**src/logic/ecrc_regs.vh**
```
// Constants of the read-side correction and error capture block.
// Assumes a 22-bit memory word: 16 data bits, then 6 check bits.
`ifndef ECRC_REGS_VH
`define ECRC_REGS_VH

// ============================================================
// Word layout
`define ECRC_DATA_W 16
`define ECRC_CHK_W 6
`define ECRC_WORD_W 22
`define ECRC_SYN_W 5
`define ECRC_BANK_W 4
`define ECRC_CAP_W 10

// ============================================================
// Field positions in the stored word
`define ECRC_DATA_LSB 0
`define ECRC_DATA_MSB 15
`define ECRC_CHK_LSB 16
`define ECRC_CHK_MSB 21

// ============================================================
// Field positions in the capture register
`define ECRC_CAP_SYN_LSB 0
`define ECRC_CAP_SYN_MSB 5
`define ECRC_CAP_BANK_LSB 6
`define ECRC_CAP_BANK_MSB 9

// ============================================================
// Data bits covered by check bits 16 to 20
`define ECRC_MASK_G0 16'h01ff
`define ECRC_MASK_G1 16'habaa
`define ECRC_MASK_G2 16'hcccc
`define ECRC_MASK_G3 16'hf0f0
`define ECRC_MASK_G4 16'hff01

// ============================================================
// Reset values
`define ECRC_RST_DATA 16'h0000
`define ECRC_RST_CAP 10'h03f
`define ECRC_RST_LAMPS 10'h000

`endif

```
**src/logic/ecrc_error_capture.v**
```verilog
// Error capture register and the ten indicator lamp drivers.
// Assumes the strobe, bank and syndrome come from logic on mclk.
`timescale 1ns/100ps
`include "ecrc_regs.vh"

module ecrc_error_capture (
	// Clock and control
	input wire mclk,
	input wire rst_n,
	input wire clk_en,
	// Capture source
	input wire capture_stb,
	input wire [3:0] capture_bank,
	input wire [5:0] capture_syndrome_n,
	// Lamp power
	input wire lamp_enable,
	// Lamps
	output reg bank_lamp_0,
	output reg bank_lamp_1,
	output reg bank_lamp_2,
	output reg bank_lamp_3,
	output reg bit_lamp_low_group,
	output reg bit_lamp_code_lsb,
	output reg bit_lamp_code_mid,
	output reg bit_lamp_code_msb,
	output reg bit_lamp_high_group,
	output reg bit_lamp_parity,
	// Captured contents
	output wire [9:0] capture_q_out
);

	reg [9:0] cap_q;
	reg [9:0] cap_d;
	wire [9:0] lit;

	assign capture_q_out = cap_q;

	// ============================================================
	// Capture register
	always @* begin
		cap_d = cap_q;
		if (capture_stb) begin
			cap_d = {capture_bank, capture_syndrome_n};
		end
	end

	always @(posedge mclk or negedge rst_n) begin
		if (!rst_n) begin
			cap_q <= `ECRC_RST_CAP;
		end else if (clk_en) begin
			cap_q <= cap_d;
		end
	end

	// ============================================================
	// Lamp drive
	// Bank bits light when one, syndrome bits light when zero
	assign lit = {cap_q[`ECRC_CAP_BANK_MSB:`ECRC_CAP_BANK_LSB],
		~cap_q[`ECRC_CAP_SYN_MSB:`ECRC_CAP_SYN_LSB]};

	always @(posedge mclk or negedge rst_n) begin
		if (!rst_n) begin
			{bank_lamp_3, bank_lamp_2, bank_lamp_1, bank_lamp_0, bit_lamp_parity,
				bit_lamp_high_group, bit_lamp_code_msb, bit_lamp_code_mid, bit_lamp_code_lsb,
				bit_lamp_low_group} <= `ECRC_RST_LAMPS;
		end else if (clk_en) begin
			// Bank number in binary, lamp 0 least significant
			{bank_lamp_3, bank_lamp_2, bank_lamp_1, bank_lamp_0} <=
				lamp_enable ? lit[9:6] : 4'h0;
			// Mismatch pattern, not a bit number
			{bit_lamp_parity, bit_lamp_high_group, bit_lamp_code_msb} <=
				lamp_enable ? lit[5:3] : 3'h0;
			{bit_lamp_code_mid, bit_lamp_code_lsb, bit_lamp_low_group} <=
				lamp_enable ? lit[2:0] : 3'h0;
		end
	end

endmodule // ecrc_error_capture

```
**src/logic/ecrc_read_correct.v**
```verilog
// Read-side single-bit correction, uncorrectable flag and error capture.
// Assumes the read word, its valid and the address come from logic on mclk;
// the disable and lamp jumpers arrive as asynchronous pins.
`timescale 1ns/100ps
`include "ecrc_regs.vh"

module ecrc_read_correct (
	// Clock, reset, clock enable
	input wire mclk,
	input wire reset_n,
	input wire clk_en,
	// Read request from the memory array
	input wire rd_valid,
	input wire [21:0] rd_word,
	input wire [3:0] rd_bank,
	// Jumper pins
	input wire ecc_disable_n,
	input wire lamp_enable,
	// Read answer to the requester
	output reg out_valid,
	output reg [15:0] out_data,
	output reg uncorrectable_error,
	output reg overall_parity_error_n,
	output reg [5:0] syndrome_bits_n,
	// Error lamps
	output wire bank_lamp_0,
	output wire bank_lamp_1,
	output wire bank_lamp_2,
	output wire bank_lamp_3,
	output wire bit_lamp_parity,
	output wire bit_lamp_high_group,
	output wire bit_lamp_code_msb,
	output wire bit_lamp_code_mid,
	output wire bit_lamp_code_lsb,
	output wire bit_lamp_low_group
);

	// ============================================================
	// Syndrome code of one data bit, group 4 down to group 0
	function [4:0] ecrc_bit_code;
		input integer idx;
		reg [15:0] m0;
		reg [15:0] m1;
		reg [15:0] m2;
		reg [15:0] m3;
		reg [15:0] m4;
		begin
			m0 = `ECRC_MASK_G0;
			m1 = `ECRC_MASK_G1;
			m2 = `ECRC_MASK_G2;
			m3 = `ECRC_MASK_G3;
			m4 = `ECRC_MASK_G4;
			ecrc_bit_code = {m4[idx], m3[idx], m2[idx], m1[idx], m0[idx]};
		end
	endfunction

	// ============================================================
	// Reset release and pin synchronisers
	reg rst_s1_q;
	reg rst_s2_q;
	wire rst_n;
	reg [1:0] dis_sync_q;
	reg [1:0] lamp_sync_q;
	wire ecc_on;
	wire lamp_on;

	always @(posedge mclk or negedge reset_n) begin
		if (!reset_n) begin
			rst_s1_q <= 1'b0;
			rst_s2_q <= 1'b0;
		end else begin
			rst_s1_q <= 1'b1;
			rst_s2_q <= rst_s1_q;
		end
	end
	assign rst_n = rst_s2_q;

	always @(posedge mclk or negedge rst_n) begin
		if (!rst_n) begin
			dis_sync_q <= 2'b11;
			lamp_sync_q <= 2'b00;
		end else if (clk_en) begin
			dis_sync_q <= {dis_sync_q[0], ecc_disable_n};
			lamp_sync_q <= {lamp_sync_q[0], lamp_enable};
		end
	end
	assign ecc_on = dis_sync_q[1];
	assign lamp_on = lamp_sync_q[1];

	// ============================================================
	// Error detection
	wire [15:0] data_in;
	wire [5:0] chk_in;
	wire [4:0] syn;
	wire parity_bad;
	wire parity_err;
	wire syn_nonzero;
	wire err_detect;
	wire uncorr;

	assign data_in = rd_word[`ECRC_DATA_MSB:`ECRC_DATA_LSB];
	assign chk_in = rd_word[`ECRC_CHK_MSB:`ECRC_CHK_LSB];

	// Each check bit is odd parity over its group; a mismatch is even parity
	assign syn[0] = ~^{data_in & `ECRC_MASK_G0, chk_in[0]};
	assign syn[1] = ~^{data_in & `ECRC_MASK_G1, chk_in[1]};
	assign syn[2] = ~^{data_in & `ECRC_MASK_G2, chk_in[2]};
	assign syn[3] = ~^{data_in & `ECRC_MASK_G3, chk_in[3]};
	assign syn[4] = ~^{data_in & `ECRC_MASK_G4, chk_in[4]};

	// Whole word must hold odd parity; any odd error count breaks it
	assign parity_bad = ~^rd_word;
	assign parity_err = parity_bad & ecc_on;
	assign syn_nonzero = |syn;
	assign err_detect = parity_bad | syn_nonzero;

	// Even error count, or any odd error count with correction off
	assign uncorr = (syn_nonzero & ~parity_err) | (parity_bad & ~ecc_on);

	// ============================================================
	// Correction gates
	wire [15:0] flip;
	wire [15:0] fixed;

	genvar gi;
	generate
		for (gi = 0; gi < 16; gi = gi + 1) begin : g_fix
			// Odd error counts still invert whatever bit the code names
			assign flip[gi] = parity_err & (syn == ecrc_bit_code(gi));
			assign fixed[gi] = data_in[gi] ^ flip[gi];
		end
	endgenerate

	// ============================================================
	// Answer register
	reg [15:0] out_data_d;
	reg uncorr_d;

	always @* begin
		out_data_d = out_data;
		uncorr_d = uncorrectable_error;
		if (rd_valid) begin
			out_data_d = fixed;
			uncorr_d = uncorr;
		end
	end

	always @(posedge mclk or negedge rst_n) begin
		if (!rst_n) begin
			out_valid <= 1'b0;
			out_data <= `ECRC_RST_DATA;
			uncorrectable_error <= 1'b0;
			overall_parity_error_n <= 1'b1;
			syndrome_bits_n <= 6'h3f;
		end else if (clk_en) begin
			out_valid <= rd_valid;
			out_data <= out_data_d;
			uncorrectable_error <= uncorr_d;
			if (rd_valid) begin
				overall_parity_error_n <= ~parity_err;
				syndrome_bits_n <= ~{parity_err, syn};
			end
		end
	end

	// ============================================================
	// Error capture and lamps
	// Lamp order: parity, then check groups 4 down to 0

	ecrc_error_capture u_capture (
		.mclk(mclk),
		.rst_n(rst_n),
		.clk_en(clk_en),
		.capture_stb(rd_valid & err_detect),
		.capture_bank(rd_bank),
		.capture_syndrome_n(~{parity_err, syn}),
		.lamp_enable(lamp_on),
		.bank_lamp_0(bank_lamp_0),
		.bank_lamp_1(bank_lamp_1),
		.bank_lamp_2(bank_lamp_2),
		.bank_lamp_3(bank_lamp_3),
		.bit_lamp_low_group(bit_lamp_low_group),
		.bit_lamp_code_lsb(bit_lamp_code_lsb),
		.bit_lamp_code_mid(bit_lamp_code_mid),
		.bit_lamp_code_msb(bit_lamp_code_msb),
		.bit_lamp_high_group(bit_lamp_high_group),
		.bit_lamp_parity(bit_lamp_parity),
		.capture_q_out()
	);

endmodule // ecrc_read_correct

```
**config.mk**
```make
export PLATFORM = sky130hd
export DESIGN_NAME = ecrc_read_correct
export DESIGN_NICKNAME = d
export VERILOG_FILES = /design/src/logic/ecrc_error_capture.v /design/src/logic/ecrc_read_correct.v
export VERILOG_INCLUDE_DIRS = /design/src /design/src/logic
export SDC_FILE = /design/constraint.sdc
export NUM_CORES = 1
export LEC_CHECK = 0
export BUFFER_PORTS_ARGS = -buffer_cell sky130_fd_sc_hd__buf_2
export CELL_PAD_IN_SITES_DETAIL_PLACEMENT = 1
export CELL_PAD_IN_SITES_GLOBAL_PLACEMENT = 1
export CORE_MARGIN = 2
export CORE_UTILIZATION = 35
export DETAILED_ROUTE_END_ITERATION = 10
export PLACE_DENSITY = 0.79
export SYNTH_ARGS = -nofsm -noshare
export SYNTH_HDL_FRONTEND = slang
export SYNTH_SLANG_ARGS = --single-unit
```
**constraint.sdc**
```tcl
create_clock -name mclk -period 3 [get_ports mclk]
set_input_delay 0.3 -clock mclk [delete_from_list [all_inputs] [get_ports mclk]]
set_output_delay 0.3 -clock mclk [all_outputs]
set_load 0.05 [all_outputs]
```
==> impl_metrics.env, run 1 <==
export IMPL_finalSetupViolCount=0
export IMPL_fmax_mhz=382
export IMPL_tns_ps=0
export IMPL_hold_path_class="input port to flip-flop"
export IMPL_synth_distinct_cells=48
export IMPL_synth_compound_area_share_pct=11.6
export IMPL_whs_path_depth=2
export IMPL_yosys_area_top_type="dfrtp_1"
export IMPL_synth_fa_ha_area_share_pct=0
export IMPL_antenna_found_initial=0
export IMPL_synth_area_leaders="dfrtp_1 (31%), dfstp_2 (13%), xnor2_1 (7.0%), o21ai_0 (3.5%), xor2_1 (3.3%)"
export IMPL_worstSetupPathType="input port to flip-flop"
export IMPL_synth_edf_count=0
export IMPL_drt_iter0_markers=95
export IMPL_timing_rr_end="out_data[8]$_DFFE_PN0P_"
export IMPL_clk_latency_ps=300
export IMPL_finClkSkew_ps=6.94
export IMPL_synth_area_um2=2900
export IMPL_rsz0062_at_grt="no"
export IMPL_numCtsBuffers=5
export IMPL_synthSimpleGateAreaFrac_pct=16.2
export IMPL_min_from="rd_bank[0]"
export IMPL_cts_sinks=50
export IMPL_area_growth_pct=19.4
export IMPL_slew_viol_final=0
export IMPL_clk_pin_slew_worst_paths_ps=90
export IMPL_numPortBuffers=66
export IMPL_ys_dominant_reg_cell="dfrtp_1"
export IMPL_rows=33
export IMPL_async_reset_ff_share_pct=100
export IMPL_timing_rr_start="dis_sync_q[1]$_DFFE_PN1P_"
export IMPL_cts_buffer_depth=2
export IMPL_critPathRequiredTime_ps=3190
export IMPL_n_fill_cell=951
export IMPL_combPwrFrac_pct=49.1
export IMPL_worst_pin_slew_ps=1030
export IMPL_maxCapViolations=0
export IMPL_pre_cts_slack_ps=42.8
export IMPL_synth_seq_cells=50
export IMPL_internal_power_uw=1500
export IMPL_diodes=0
export IMPL_syn_inst=276
export IMPL_hold_viol=0
export IMPL_synth_top_area_share_pct=31.1
export IMPL_grt_max_degree=49
export IMPL_vdd_drop_max_v=0.000198
export IMPL_synthMuxAreaShare_pct=3.80
export IMPL_nNetsFinal=376
export IMPL_coreArea_um2=8130
export IMPL_drt_wl_total_um=7420
export IMPL_finalCritPeriodShare_pct=87.3
export IMPL_finalCriticalPeriod_ps=2620
export IMPL_post_drt_wl_per_cell_um=16.5
export IMPL_yosysWarnings=0
export IMPL_power_leakage_uw=0.00151
export IMPL_grt_ovfl_total=0
export IMPL_syn_mean_instance_area_um2=10.5
export IMPL_tritoncts="built"
export IMPL_p_per_area_nw_per_um2=784
export IMPL_status="complete, no violations"
export IMPL_power_frac_clock_pct=15.1
export IMPL_fin_ws_ps=380
export IMPL_hold_end="u_capture.capture_q_out[6]$_DFFE_PN0P_"
export IMPL_fp_dieH_um=95.0
export IMPL_vias=2327
export IMPL_grt_pass1_wl_um=12300
export IMPL_ys_seq_area_share_pct=43.8
export IMPL_p_seq_share_pct=35.8
export IMPL_grt_pass1_vias=2386
export IMPL_gp_congestion=0.874
export IMPL_syn_nets=308
export IMPL_drive_above_1_share_pct=33.3
export IMPL_synth_top_family_by_area="XOR/XNOR gates"
export IMPL_p_sw_share_pct=44.6
export IMPL_drc=0
export IMPL_start_util_pct=35.6
export IMPL_synth_xor_area_share_pct=20.9
export IMPL_ios=67
export IMPL_cts_root_buf="clkbuf_8"
export IMPL_dieWidth_um=95.0
export IMPL_crit_arrival_ps=2810
export IMPL_ant_nets=0
export IMPL_cp_start_kind="input port"
export IMPL_endpoint_kind="flip-flop"
export IMPL_r2r_cells=4
export IMPL_vias_per_cell=5.17
export IMPL_p_switching_uw=1210
export IMPL_cp_max_fo=9
export IMPL_h_tree_depth=2
export IMPL_relSlewSlack_pct=31.1
export IMPL_dr_pass1_iters=4
export IMPL_die_area_um2=9020
export IMPL_hpwl_um=5900
export IMPL_track_usage_pct=17.6
export IMPL_reg2reg_slack_ps=1280
-- layer usage --
metal / part of all wire, % / track usage (%) / up-vias
li1: - / - / 1104
met1: 45 / 23.6 / 1157
met2: 50 / 30.4 / 60
met3: 4.6 / 2.71 / 6
met4: 1.1 / 3.50 / 0
met5: 0 / 0 / -
-- flip-flops by register name, summed over array words and instances, names as in the netlist, 2 cells and up --
name / flops
dis_sync_q: 2
out_data: 16
lamp_sync_q: 2
u_capture.capture_q_out: 10
syndrome_bits_n: 5
-- cell usage after synthesis, drive strengths merged, types with 3 or more instances --
cell	number
xnor3	8
xor2	11
o31ai	5
xor3	3
clkbuf	11
dfstp	14
nand3b	4
dfrtp	36
nand2	23
xnor2	25
or4	6
nor2	19
mux2	8
o21ai	20
o21a	6
inv	12
nand3	11
nand4	5
a21oi	5
a31oi	9
or3	7
-- logic make-up (layout without fill, tap and decap cells) --
family / Yosys count / in the layout
AND/OR/NAND/NOR: 89 / 89
buffers and inverters: 25 / 94
AO/OA/AOI/OAI: 54 / 54
other: 1 / 1
multiplexers: 10 / 10
XOR/XNOR: 47 / 47
flip-flops: 50 / 50
-- metrics by stage --
stage | util, % | power [uW] | hold WS, ps | std cells | area [um^2]
2_1_floorplan | - | 1970 | 4.41 | 276 | 2900
3_3_place_gp | 41.2 | 2280 | 84.1 | 441 | 3350
3_5_place_dp | 41.2 | 2320 | 89.1 | 441 | 3350
4_1_cts | 42.5 | 2740 | 220 | 450 | 3460
5_1_grt | 42.5 | 2890 | 218 | 450 | 3460
6_report | 42.5 | 2710 | 231 | 450 | 3460
-- power groups by stage --
stage | combinational, uW | sequential, uW | clock (uW)
after floorplan | 665 | 1310 | 0
after global placement | 1300 | 977 | 0
after detailed placement | 1330 | 989 | 0
after CTS | 1330 | 976 | 424
after global routing | 1440 | 995 | 456
final | 1330 | 971 | 410
-- cells in the final DEF (no fill, tap or decap), drive strengths merged, types with 2 or more instances in the layout --
cell and count:
a31oi 9, nand3 11, o22ai 2, o21a 6
dfrtp 36, a21oi 5, nor3 2, buf 73
clkbuf 6, nand3b 4, or4 6, o31ai 5
xor3 3, nor2 19, o21ai 20, dfstp 14
xor2 11, nand4b 2, inv 12, xnor2 25
or4b 2, nand2 23, or3 7, a211oi 2
xnor3 8, and2 2, mux2i 2, mux2 8
or2 2, o311ai 2, nand4 5
-- worst max-delay path, stage by stage --
cell and delay (ps):
buf_2 150, xnor2_1 360, xnor3_1 480, xnor2_1 500
nor2_1 150, and4_1 260, nor2_2 80, buf_4 180
mux2_2 350
-- how the worst max path moves through the flow --
stage | startpoint | end | slack, ps | cells after the start
after global routing | rd_word[9] | u_capture.capture_q_out[7]$_DFFE_PN0P_ | 230 | 9
after global placement | rd_word[9] | u_capture.capture_q_out[9]$_DFFE_PN0P_ | 160 | 9
after detailed placement | rd_word[9] | u_capture.capture_q_out[7]$_DFFE_PN0P_ | 40 | 9
after CTS | rd_word[9] | u_capture.capture_q_out[7]$_DFFE_PN0P_ | 370 | 9
after floorplan | rd_word[4] | out_data[11]$_DFFE_PN0P_ | 440 | 8
final | rd_word[9] | u_capture.capture_q_out[7]$_DFFE_PN0P_ | 380 | 9
-- cell type report --
type                    count  area (um^2)  area share, %
multi-input cells         201         1520           44.0
flip-flops and latches     50         1270           36.7
repair buffers             74          393           11.4
well taps                 105          131           3.80
clock buffers               6         82.6           2.39
inverters                  12         45.0           1.30
clock inverters             2         12.5          0.362
-- repair_timing --
action / CTS / global route
resized for setup: 0 / 0
buffers inserted: 0 / 0
setup endpoints to repair: 0 / 0
hold endpoints to repair: 2 / 0
hold buffers: 1 / 0
Power figures use the tool's default switching activity.
==> inputs of run 2 (changes only) <==
--- a/config.mk
+++ b/config.mk
@@ -13,6 +13,7 @@
 export CORE_UTILIZATION = 35
 export DETAILED_ROUTE_END_ITERATION = 10
 export PLACE_DENSITY = 0.79
+export RECOVER_POWER = 100
 export SYNTH_ARGS = -nofsm -noshare
 export SYNTH_HDL_FRONTEND = slang
 export SYNTH_SLANG_ARGS = --single-unit
==> impl_metrics.env, run 2 (synthesis gave the netlist of run 1 again) <==
export IMPL_vias_per_cell=5.16
export IMPL_cts_sinks=50
export IMPL_grt_pass1_wl_um=12300
export IMPL_cp_start_kind="input port"
export IMPL_timing_rr_start="rst_n$_DFF_PN0_"
export IMPL_crit_arrival_ps=2900
export IMPL_track_usage_pct=17.6
export IMPL_finClkSkew_ps=7.30
export IMPL_start_util_pct=35.6
export IMPL_min_from="rd_bank[0]"
export IMPL_endpoint_kind="flip-flop"
export IMPL_p_per_area_nw_per_um2=788
export IMPL_cp_common_cell="xnor3_1"
export IMPL_ios=67
export IMPL_hold_viol=0
export IMPL_critPathMaxStageDelay_ps=500
export IMPL_grt_pass1_vias=2386
export IMPL_path_cells="buf_2 -> xnor3_1 -> xnor2_4 -> xnor3_1 -> xnor2_2 -> mux2i_1 -> clkbuf_2 -> or3_2 -> o311ai_1"
export IMPL_fp_dieH_um=95.0
export IMPL_hpwl_um=5900
export IMPL_power_uw=2670
export IMPL_numCtsBuffers=5
export IMPL_grt_ovfl_total=0
export IMPL_cp_max_fo=12
export IMPL_r2r_cells=0
export IMPL_maxCapViolations=1
export IMPL_status="complete, but fails checks"
export IMPL_tns_ps=0
export IMPL_timing_rr_end="out_data[14]$_DFFE_PN0P_"
export IMPL_worst_pin_slew_ps=1880
export IMPL_diodes=0
export IMPL_vdd_drop_max_v=0.000194
export IMPL_relSlewSlack_pct=-25.5
export IMPL_timing_hold_ws_ps=230
export IMPL_critPathRequiredTime_ps=3200
export IMPL_dr_pass1_iters=4
export IMPL_antenna_found_initial=0
export IMPL_crit_slowest_cell="xnor3_1"
export IMPL_cts_root_buf="clkbuf_8"
export IMPL_gp_congestion=0.874
export IMPL_hold_path_class="input port to flip-flop"
export IMPL_dieWidth_um=95.0
export IMPL_area_growth_pct=17.1
export IMPL_rsz0062_at_grt="no"
export IMPL_slew_viol_final=49
export IMPL_cts_buffer_depth=2
export IMPL_fmax_mhz=370
export IMPL_power_leakage_uw=0.00140
export IMPL_pre_cts_slack_ps=42.8
export IMPL_h_tree_depth=2
export IMPL_drc=0
export IMPL_top_register="out_data"
export IMPL_violations="capacitance limit, slew limit"
export IMPL_finalSetupViolCount=0
export IMPL_numPortBuffers=66
export IMPL_clk_latency_ps=300
export IMPL_fin_ws_ps=295
export IMPL_clk_pin_slew_worst_paths_ps=90
export IMPL_drive_above_1_share_pct=20.9
export IMPL_rows=33
export IMPL_drt_iter0_markers=121
export IMPL_post_drt_wl_per_cell_um=16.6
export IMPL_reg2reg_slack_ps=1110
export IMPL_finalCritPeriodShare_pct=90.2
export IMPL_vias=2320
export IMPL_ant_nets=0
export IMPL_finalCriticalPeriod_ps=2710
export IMPL_grt_max_degree=49
export IMPL_layout_commonest_cell="clkbuf_1"
export IMPL_drt_wl_total_um=7480
export IMPL_n_fill_cell=952
export IMPL_whs_path_depth=2
export IMPL_nNetsFinal=376
export IMPL_tritoncts="built"
export IMPL_die_area_um2=9020
export IMPL_most_common_layout_cells="clkbuf_1 (39), dfrtp_1 (36), buf_2 (29)"
export IMPL_worstSetupPathType="input port to flip-flop"
export IMPL_hold_end="u_capture.capture_q_out[6]$_DFFE_PN0P_"
export IMPL_largest_reg_flops=16
export IMPL_coreArea_um2=8130
-- run 2: cell count changes in the layout (fill, tap and decap cells not counted), moves of 2 or more --
cell      previous run  this run
clkbuf_1             0        39
buf_2               66        29
buf_4                7         2
xnor3_1              4         7
xnor3_2              3         0
clkbuf_2             0         2
-- run 2: layer usage --
layer,vias up,GRT usage (%),wire length (um)
li1,1103,-,-
met1,1156,23.6,3410
met2,55,30.4,3710
met3,6,2.71,280
met4,0,3.50,75
met5,-,0,0
-- run 2: how the worst max path moves through the flow --
stage	from	endpoint	slack, ps
floorplan	rd_word[4]	out_data[11]$_DFFE_PN0P_	440
global placement	rd_word[9]	u_capture.capture_q_out[9]$_DFFE_PN0P_	160
detailed placement	rd_word[9]	u_capture.capture_q_out[7]$_DFFE_PN0P_	40
CTS	rd_word[9]	u_capture.capture_q_out[7]$_DFFE_PN0P_	370
global route	rd_word[4]	out_data[15]$_DFFE_PN0P_	130
finish	rd_word[4]	out_data[15]$_DFFE_PN0P_	290
-- run 2: timing repair --
item                       4_1_cts  5_1_grt
setup buffers                    0        0
gates resized for setup          0        0
hold endpoints to repair         2        0
setup endpoints to repair        0        0
hold buffers                     1        0
-- run 2: report_power, final --
part | switching [uW] | internal, uW | total [uW]
logic | 882 | 407 | 1290
registers | 107 | 868 | 975
clock network | 223 | 186 | 409
total | 1210 | 1460 | 2670
-- run 2: area by class of cell --
| type | instances | area [um^2] | area share, % |
|---|---|---|---|
| clock buffer | 6 | 82.6 | 2.43 |
| clock inverter | 2 | 12.5 | 0.369 |
| inverter | 12 | 45.0 | 1.33 |
| multi-input combinational | 201 | 1520 | 44.8 |
| sequential | 50 | 1270 | 37.4 |
| tap | 105 | 131 | 3.87 |
| timing repair buffer | 74 | 334 | 9.85 |
-- run 2: worst max-delay path, delay by kind of cell --
family | cells | cell delay (ps)
buffers and inverters | 2 | 320
xor gates and xnor gates | 4 | 1400
and+or+nand+nor | 1 | 500
AOI/OAI and AO/OA | 1 | 250
muxes | 1 | 120
-- run 2: through the flow --
stage	area [um^2]	cells	utilization [%]
CTS	3460	450	42.5
finish	3390	450	41.7
global route	3390	450	41.7
floorplan	2900	276	-
global placement	3350	441	41.2
detailed placement	3350	441	41.2
